**config.mk**
```make
export PLATFORM = sky130hd
export DESIGN_NAME = memory_test_port
export DESIGN_NICKNAME = d
export VERILOG_FILES = /design/src/pkg/tap_pkg.sv /design/src/logic/scan_chain.sv /design/src/logic/memory_test_port.sv
export SDC_FILE = /design/constraint.sdc
export NUM_CORES = 1
export LEC_CHECK = 0
export ABC_CLOCK_PERIOD_IN_PS = 3900
export BUFFER_PORTS_ARGS = -buffer_cell sky130_fd_sc_hd__buf_2
export CAP_MARGIN = 20
export CELL_PAD_IN_SITES_DETAIL_PLACEMENT = 0
export CELL_PAD_IN_SITES_GLOBAL_PLACEMENT = 1
export CORE_MARGIN = 2
export CORE_UTILIZATION = 45
export CTS_BUF_LIST = sky130_fd_sc_hd__clkbuf_16
export DETAILED_ROUTE_END_ITERATION = 8
export PLACE_DENSITY_LB_ADDON = 0.1
export SLEW_MARGIN = 5
export SYNTH_ARGS = -nofsm -noshare
export SYNTH_HDL_FRONTEND = slang
export SYNTH_HIERARCHICAL = 1
export SYNTH_SLANG_ARGS = --single-unit
```
**constraint.sdc**
```tcl
create_clock -name clk -period 3.9 [get_ports clk]
set_input_delay 0.195 -clock clk [delete_from_list [all_inputs] [get_ports clk]]
set_output_delay 0.195 -clock clk [all_outputs]
set_load 0.05 [all_outputs]
```
**src/pkg/tap_pkg.sv**
```systemverilog
package tap_pkg;

  // ----------------------------------------------------------------
  // sizes and codes
  // ----------------------------------------------------------------
  localparam int IR_LEN  = 3;
  localparam int ID_LEN  = 32;
  localparam int BSR_LEN = 16;

  localparam logic [IR_LEN-1:0] IR_EXTEST   = 3'h0;
  localparam logic [IR_LEN-1:0] IR_IDCODE   = 3'h1;
  localparam logic [IR_LEN-1:0] IR_SAMPLE_Z = 3'h2;
  localparam logic [IR_LEN-1:0] IR_SAMPLE   = 3'h4;

  // identification value is arbitrary; bit 0 set as boundary scan expects
  localparam logic [ID_LEN-1:0] ID_VALUE = 32'h0000_0001;

  // ----------------------------------------------------------------
  // controller states
  // ----------------------------------------------------------------
  typedef enum logic [3:0] {
    ST_RESET      = 4'b0000,
    ST_IDLE       = 4'b0001,
    ST_SEL_DR     = 4'b0010,
    ST_CAPTURE_DR = 4'b0011,
    ST_SHIFT_DR   = 4'b0100,
    ST_EXIT1_DR   = 4'b0101,
    ST_PAUSE_DR   = 4'b0110,
    ST_EXIT2_DR   = 4'b0111,
    ST_UPDATE_DR  = 4'b1000,
    ST_SEL_IR     = 4'b1001,
    ST_CAPTURE_IR = 4'b1010,
    ST_SHIFT_IR   = 4'b1011,
    ST_EXIT1_IR   = 4'b1100,
    ST_PAUSE_IR   = 4'b1101,
    ST_EXIT2_IR   = 4'b1110,
    ST_UPDATE_IR  = 4'b1111
  } tap_state_t;

  // ----------------------------------------------------------------
  // pin groups
  // ----------------------------------------------------------------
  typedef struct packed {
    logic tck;
    logic tms;
    logic tdi;
  } tap_pins_t;

  typedef struct packed {
    logic tdo;
    logic tdo_oe;
  } tap_out_t;

endpackage

```
**src/logic/scan_chain.sv**
```systemverilog
module scan_chain (
  // clock and reset
  input  wire logic                        clk,
  input  wire logic                        reset_n,
  // controls, one-cycle enables
  input  wire logic                        capture_en,
  input  wire logic                        shift_en,
  input  wire logic                        update_en,
  // serial path
  input  wire logic                        scan_in,
  output logic                             scan_out,
  // parallel ring
  input  wire logic [tap_pkg::BSR_LEN-1:0] par_in,
  output logic [tap_pkg::BSR_LEN-1:0]      par_out
);
  import tap_pkg::*;

  logic [BSR_LEN-1:0] chain;
  logic [BSR_LEN-1:0] next_chain;

  assign next_chain = capture_en ? par_in
                    : shift_en   ? {scan_in, chain[BSR_LEN-1:1]}
                    : chain;
  assign scan_out   = chain[0];

  always_ff @(posedge clk) begin
    if (!reset_n) begin
      chain   <= '0;
      par_out <= '0;
    end else begin
      chain <= next_chain;
      // update latch keeps pin values steady while shifting
      if (update_en) begin
        par_out <= chain;
      end
    end
  end

endmodule

```
**src/logic/memory_test_port.sv**
```systemverilog
// Operation
// - controller state moves only on detected rising edges of test clock.
// - mode select is sampled on each rising test clock edge.
// - data input sampled into selected scan register on rising edge.
// - data output updated from selected register on falling edge.
// - one controller, one instruction register, several data registers.
// - memory keeps running except under external test or sample-z.
// - only a subset: controller, boundary scan, identification, bypass.
// - reset state at power up or after five ones on mode select.
// - three-bit instruction, 001 at reset and capture, acts on update.
// - data input used and output enabled only in shift states.
// - codes 000 extest, 001 id, 010 sample-z, 100 sample; others reserved.
module memory_test_port (
  // clock and reset
  input  wire logic                        clk,
  input  wire logic                        reset_n,
  // test port pins
  input  wire tap_pkg::tap_pins_t          pins,
  output tap_pkg::tap_out_t                tap_out,
  // boundary ring
  input  wire logic [tap_pkg::BSR_LEN-1:0] ring_in,
  output logic [tap_pkg::BSR_LEN-1:0]      ring_out,
  output logic                             ring_drive,
  // memory core controls
  output logic                             dq_force_off,
  output logic                             odt_disable,
  output logic                             core_enable
);
  import tap_pkg::*;

  // ----------------------------------------------------------------
  // next state of the controller
  // ----------------------------------------------------------------
  function automatic tap_state_t tap_next(input tap_state_t s,
                                          input logic tms);
    tap_state_t n;
    n = ST_RESET;
    case (s)
      ST_RESET:      n = tms ? ST_RESET     : ST_IDLE;
      ST_IDLE:       n = tms ? ST_SEL_DR    : ST_IDLE;
      ST_SEL_DR:     n = tms ? ST_SEL_IR    : ST_CAPTURE_DR;
      ST_CAPTURE_DR: n = tms ? ST_EXIT1_DR  : ST_SHIFT_DR;
      ST_SHIFT_DR:   n = tms ? ST_EXIT1_DR  : ST_SHIFT_DR;
      ST_EXIT1_DR:   n = tms ? ST_UPDATE_DR : ST_PAUSE_DR;
      ST_PAUSE_DR:   n = tms ? ST_EXIT2_DR  : ST_PAUSE_DR;
      ST_EXIT2_DR:   n = tms ? ST_UPDATE_DR : ST_SHIFT_DR;
      ST_UPDATE_DR:  n = tms ? ST_SEL_DR    : ST_IDLE;
      ST_SEL_IR:     n = tms ? ST_RESET     : ST_CAPTURE_IR;
      ST_CAPTURE_IR: n = tms ? ST_EXIT1_IR  : ST_SHIFT_IR;
      ST_SHIFT_IR:   n = tms ? ST_EXIT1_IR  : ST_SHIFT_IR;
      ST_EXIT1_IR:   n = tms ? ST_UPDATE_IR : ST_PAUSE_IR;
      ST_PAUSE_IR:   n = tms ? ST_EXIT2_IR  : ST_PAUSE_IR;
      ST_EXIT2_IR:   n = tms ? ST_UPDATE_IR : ST_SHIFT_IR;
      ST_UPDATE_IR:  n = tms ? ST_SEL_DR    : ST_IDLE;
      default:       n = ST_RESET;
    endcase
    return n;
  endfunction

  // ----------------------------------------------------------------
  // pin synchronisers and test clock edges
  // ----------------------------------------------------------------
  // all three pins see the same delay so tms/tdi stay aligned to tck
  tap_pins_t  pins_meta;
  tap_pins_t  pins_sync;
  logic       tck_prev;
  wire        tck_rise = pins_sync.tck & ~tck_prev;
  wire        tck_fall = ~pins_sync.tck & tck_prev;

  always_ff @(posedge clk) begin
    if (!reset_n) begin
      pins_meta <= '0;
      pins_sync <= '0;
      tck_prev  <= 1'b0;
    end else begin
      pins_meta <= pins;
      pins_sync <= pins_meta;
      tck_prev  <= pins_sync.tck;
    end
  end

  // ----------------------------------------------------------------
  // controller
  // ----------------------------------------------------------------
  tap_state_t state;
  tap_state_t next_state;

  // five ones on tms reach reset from any state through the table
  assign next_state = tap_next(state, pins_sync.tms);

  always_ff @(posedge clk) begin
    if (!reset_n) begin
      state <= ST_RESET;
    end else if (tck_rise) begin
      state <= next_state;
    end
  end

  // ----------------------------------------------------------------
  // state decode; capture, shift and update strobes qualified by the rising edge
  // ----------------------------------------------------------------
  wire in_reset    = (state == ST_RESET);
  wire in_shift_ir = (state == ST_SHIFT_IR);
  wire in_shift_dr = (state == ST_SHIFT_DR);
  wire cap_ir      = tck_rise & (state == ST_CAPTURE_IR);
  wire sh_ir       = tck_rise & in_shift_ir;
  wire upd_ir      = tck_rise & (state == ST_UPDATE_IR);
  wire cap_dr      = tck_rise & (state == ST_CAPTURE_DR);
  wire sh_dr       = tck_rise & in_shift_dr;
  wire upd_dr      = tck_rise & (state == ST_UPDATE_DR);
  wire tdi_bit     = pins_sync.tdi;

  // ----------------------------------------------------------------
  // instruction register
  // ----------------------------------------------------------------
  logic [IR_LEN-1:0] ir_shift;
  logic [IR_LEN-1:0] ir;

  always_ff @(posedge clk) begin
    if (!reset_n) begin
      ir_shift <= IR_IDCODE;
      ir       <= IR_IDCODE;
    end else if (in_reset) begin
      // reload while parked in reset: tck may stop right after entry
      ir_shift <= IR_IDCODE;
      ir       <= IR_IDCODE;
    end else begin
      if (cap_ir) begin
        ir_shift <= IR_IDCODE;
      end else if (sh_ir) begin
        ir_shift <= {tdi_bit, ir_shift[IR_LEN-1:1]};
      end
      // a shifted code only takes effect here
      if (upd_ir) begin
        ir <= ir_shift;
      end
    end
  end

  // ----------------------------------------------------------------
  // instruction decode
  // ----------------------------------------------------------------
  wire is_extest   = (ir == IR_EXTEST);
  wire is_idcode   = (ir == IR_IDCODE);
  wire is_sample_z = (ir == IR_SAMPLE_Z);
  wire is_sample   = (ir == IR_SAMPLE);
  // reserved codes fall back to the one-bit bypass path
  wire sel_bsr     = is_extest | is_sample_z | is_sample;
  wire sel_bypass  = ~(sel_bsr | is_idcode);

  // ----------------------------------------------------------------
  // data registers: identification, bypass, boundary scan
  // ----------------------------------------------------------------
  logic [ID_LEN-1:0] id_shift;
  logic              bypass;
  logic              bsr_out;

  always_ff @(posedge clk) begin
    if (!reset_n) begin
      id_shift <= ID_VALUE;
      bypass   <= 1'b0;
    end else begin
      if (cap_dr & is_idcode) begin
        id_shift <= ID_VALUE;
      end else if (sh_dr & is_idcode) begin
        id_shift <= {tdi_bit, id_shift[ID_LEN-1:1]};
      end
      if (cap_dr & sel_bypass) begin
        bypass <= 1'b0;
      end else if (sh_dr & sel_bypass) begin
        bypass <= tdi_bit;
      end
    end
  end

  scan_chain u_bsr (
    .clk        (clk),
    .reset_n    (reset_n),
    .capture_en (cap_dr & sel_bsr),
    .shift_en   (sh_dr & sel_bsr),
    .update_en  (upd_dr & sel_bsr),
    .scan_in    (tdi_bit),
    .scan_out   (bsr_out),
    .par_in     (ring_in),
    .par_out    (ring_out)
  );

  // ----------------------------------------------------------------
  // serial output, changed on the falling edge
  // ----------------------------------------------------------------
  wire dr_bit  = is_idcode ? id_shift[0]
               : sel_bsr   ? bsr_out
               : bypass;
  wire out_bit = in_shift_ir ? ir_shift[0] : dr_bit;

  always_ff @(posedge clk) begin
    if (!reset_n) begin
      tap_out <= '0;
    end else if (tck_fall) begin
      tap_out.tdo    <= out_bit;
      tap_out.tdo_oe <= in_shift_ir | in_shift_dr;
    end
  end

  // ----------------------------------------------------------------
  // effect on the memory core
  // ----------------------------------------------------------------
  // held registered so the core never sees decode glitches
  always_ff @(posedge clk) begin
    if (!reset_n) begin
      ring_drive   <= 1'b0;
      dq_force_off <= 1'b0;
      odt_disable  <= 1'b0;
      core_enable  <= 1'b1;
    end else begin
      ring_drive   <= is_extest;
      dq_force_off <= is_sample_z;
      odt_disable  <= is_extest | is_sample_z;
      core_enable  <= ~(is_extest | is_sample_z);
    end
  end

endmodule

```
==> run_results.csv <==
group,metric,value,unit
sta,slew_headroom,37.3,%
die,core_area,0.00809,mm^2
logic_synthesis,synth_top_cell_by_area,"dfxtp_1",
cts,postCtsSetupRepairBufs,0,
final_layout,post-route-cell-area,0.00424,mm^2
cts,cts_resized,0,
pwr,powerDensity,425,mW/mm^2
sta,period_share,69.1,%
grt,met1_usage,23.4,%
sta,tightest_slew,0.940,ns
logic_synthesis,syn_inst,363,
pwr,cellLeakagePower,1.70,nW
sta,min_period,2.70,ns
grt,overflow,0,
critical_path,crit_type,"flip-flop to flip-flop",
sta,final_hold_viol_count,0,
route,routed_wl,7220,um
worst_hold_path,min_from,"pins[1]",
run,max_cap_viol_count,0,
placement,numPortBuffers,42,
route,wl_per_cell,14.5,um
logic_synthesis,synth_edf_count,0,
die,chipWidth,94.9,um
logic_synthesis,ys_seq_elements,88,
final_layout,num-nets-final,410,
grt,grt_use_total,17.3,%
route,drtIter0Drc,145,
logic_synthesis,yosysWarningCount,6,
pwr,irDropWorstVdd,0.236,mV
final_layout,syn_to_final_growth,14.0,%
logic_synthesis,syn_area_per_cell,10.2,um^2
route,drt_first_pass_iters,4,
critical_path,regToRegSetupSlack,1.20,ns
route,postRouteAntennaNets,0,
placement,placed_area,0.00393,mm^2
cts,cts-root-buf,"clkbuf_16",
critical_path,r2r-start,"state[2]",
sta,rsz0062_at_grt,"false",
critical_path,r2r_end,"u_bsr/chain[4]",
critical_path,cp-start-kind,"flip-flop",
grt,antenna_found_initial,0,
route,num_vias,2694,
logic_synthesis,syn_nets,384,
sta,whs,0.0719,ns
final_layout,diodes,0,
critical_path,required,4.12,ns
logic_synthesis,async_flop_share,0,%
die,io_pins,43,
pwr,clkPwrFrac,46.7,%
critical_path,crit_start,"state[2]",
logic_synthesis,synthFlopType,"dfxtp_1",
route,via_per_inst,5.40,
die,start_util,45.9,%
pwr,seqPwrFrac,50.6,%
sta,max_freq,371,MHz
placement,hpwlAfterDp,4640,um
logic_synthesis,synthDistinctLibCells,41,
critical_path,reg2regPathDepth,4,
critical_path,arrival,2.92,ns
grt,grt_pass1_vias,2550,
sta,setup_viol_count_final,0,
logic_synthesis,syn_area,0.00372,mm^2
pwr,p_comb_share,2.7,%
pwr,switching_share,21.1,%
cts,cts_max_level,3,
cts,path_clk_slew,0.06,ns
final_layout,n_fill_cell,777,
grt,busiest_layer,"met2",
grt,use_met2,26.7,%
die,num_rows,33,
final_layout,layout-drive-gt1-share,22.3,%
cts,cts_buffer_depth,2,
sta,finalWorstSetupSlack,1.20,ns
critical_path,worstSetupEndpointType,"flip-flop",
critical_path,cp-endpoint,"u_bsr/chain[4]",
route,drc_errors,0,
final_layout,stdcell_count,499,
placement,placed_cells,482,
die,chipHeight,94.9,um
die,die_area,0.00900,mm^2
sta,timing.setup.tns,0,ns
cts,cts_sinks,88,
placement,routabilityCongestion,0.755,
sta,slew_viol_final,0,
grt,globalRouteMet3Util,3.83,%
sta,finClkSkew,0.00660,ns
pwr,switchingPower,380,uW
pwr,internal_power,1.42,mW
placement,pre_cts_ws,1.18,ns
critical_path,critPathMaxFanout,18,
cts,cts_tree,"yes",
cts,cts.hold.buffers_added,0,
grt,grt_max_degree,44,
outcome,outcome,"completed",
logic_synthesis,yosysSeqAreaShare,47.4,%
logic_synthesis,synth_top_area_share,47.4,%
grt,grt_pass1_wl,12400,um
cts,numCtsBuffers,9,
cts,clock_latency,0.33,ns
logic_synthesis,yosys-top-cells-area,"dfxtp_1, o32ai_1, mux2i_1",
worst_hold_path,worstHoldPathType,"input pin to flip-flop",
[registers in the layout (all words and copies together) (netlist names), 2 cells and up]
register / count
ir: 3
state: 4
pins_meta: 3
pins_sync: 2
u_bsr/chain: 16
tap_out: 2
u_bsr/par_out: 16
id_shift: 32
ir_shift: 3
[through the flow]
step / utilization (%) / total power [mW]
floorplan: - / 0.961
global placement: 48.4 / 0.979
detailed placement: 48.6 / 0.979
CTS: 52.3 / 1.82
global route: 52.3 / 1.87
finish: 52.3 / 1.80
[placed cells by master, fill, tap and decap left out, drive strengths merged, types with 2 or more instances in the layout]
cell type,n
clkinv,2
a21bo,2
nor3,4
nor3b,3
or3b,2
dfxtp,88
inv,4
o31a,2
nor4b,3
and3,2
o32ai,33
nand3,3
nand2,39
o22ai,2
mux2i,18
nor2,13
clkinvlp,3
a211o,2
mux2,16
clkbuf,10
nand2b,23
a21oi,7
o221a,3
nand3b,2
and2,7
nor2b,20
buf,48
o211a,16
o21ai,5
nor4,2
[per-layer routing]
| layer | vias up | wire length, um |
|---|---|---|
| met5 | - | 0 |
| met4 | 0 | 91 |
| met3 | 8 | 278 |
| met2 | 43 | 3210 |
| met1 | 1279 | 3640 |
| li1 | 1364 | - |
[cell families after synthesis]
group / Yosys count / synth area share [%]
AOI/OAI and AO/OA: 80 / 18.8
DFF: 88 / 47.4
buffers and inverters: 37 / 5.42
muxes: 34 / 10.7
and+or+nand+nor: 124 / 17.7
[how the worst min path moves through the flow]
stage	endpoint	slack, ns	depth (start not counted)
5_1_grt	pins_meta[0]	0.07	2
2_1_floorplan	pins_meta[0]	0.32	1
3_3_place_gp	pins_meta[1]	0.40	2
3_5_place_dp	pins_meta[1]	0.41	2
6_report	pins_meta[1]	0.07	2
4_1_cts	pins_meta[1]	0.06	2
[cells in the mapped netlist (all sizes together), types with 5 or more instances]
master and number:
dfxtp 88, nand2 39, o32ai 33, nand2b 23, nor2b 20, clkbuf 18, mux2i 18, buf 16
mux2 16, o211a 16, nor2 13, a21oi 7, and2 7, o21ai 5
[critical path: stages (launching register included)]
cell,delay [ns]
dfxtp_1,0.65
nor4b_1,0.47
and3_1,0.85
mux2_2,0.42
o211a_1,0.20
[power groups by stage]
| stage | clock network [mW] | registers (mW) | logic (mW) |
|---|---|---|---|
| after floorplan | 0 | 0.928 | 0.0335 |
| after global placement | 0 | 0.931 | 0.0482 |
| after detailed placement | 0 | 0.931 | 0.0476 |
| after CTS | 0.864 | 0.911 | 0.0481 |
| after global routing | 0.907 | 0.912 | 0.0536 |
| final | 0.842 | 0.911 | 0.0478 |
[layout make-up]
cell class	instances	area (um^2)	share of cell area, %
Clock buffer	9	225	5.32
Clock inverter	7	73.8	1.74
Inverter	3	11.3	0.266
Multi-Input combinational cell	238	1760	41.7
Sequential cell	88	1760	41.6
Tap cell	105	131	3.10
Timing Repair Buffer	49	268	6.32
Note: power is estimated with default switching activity, not from simulation.
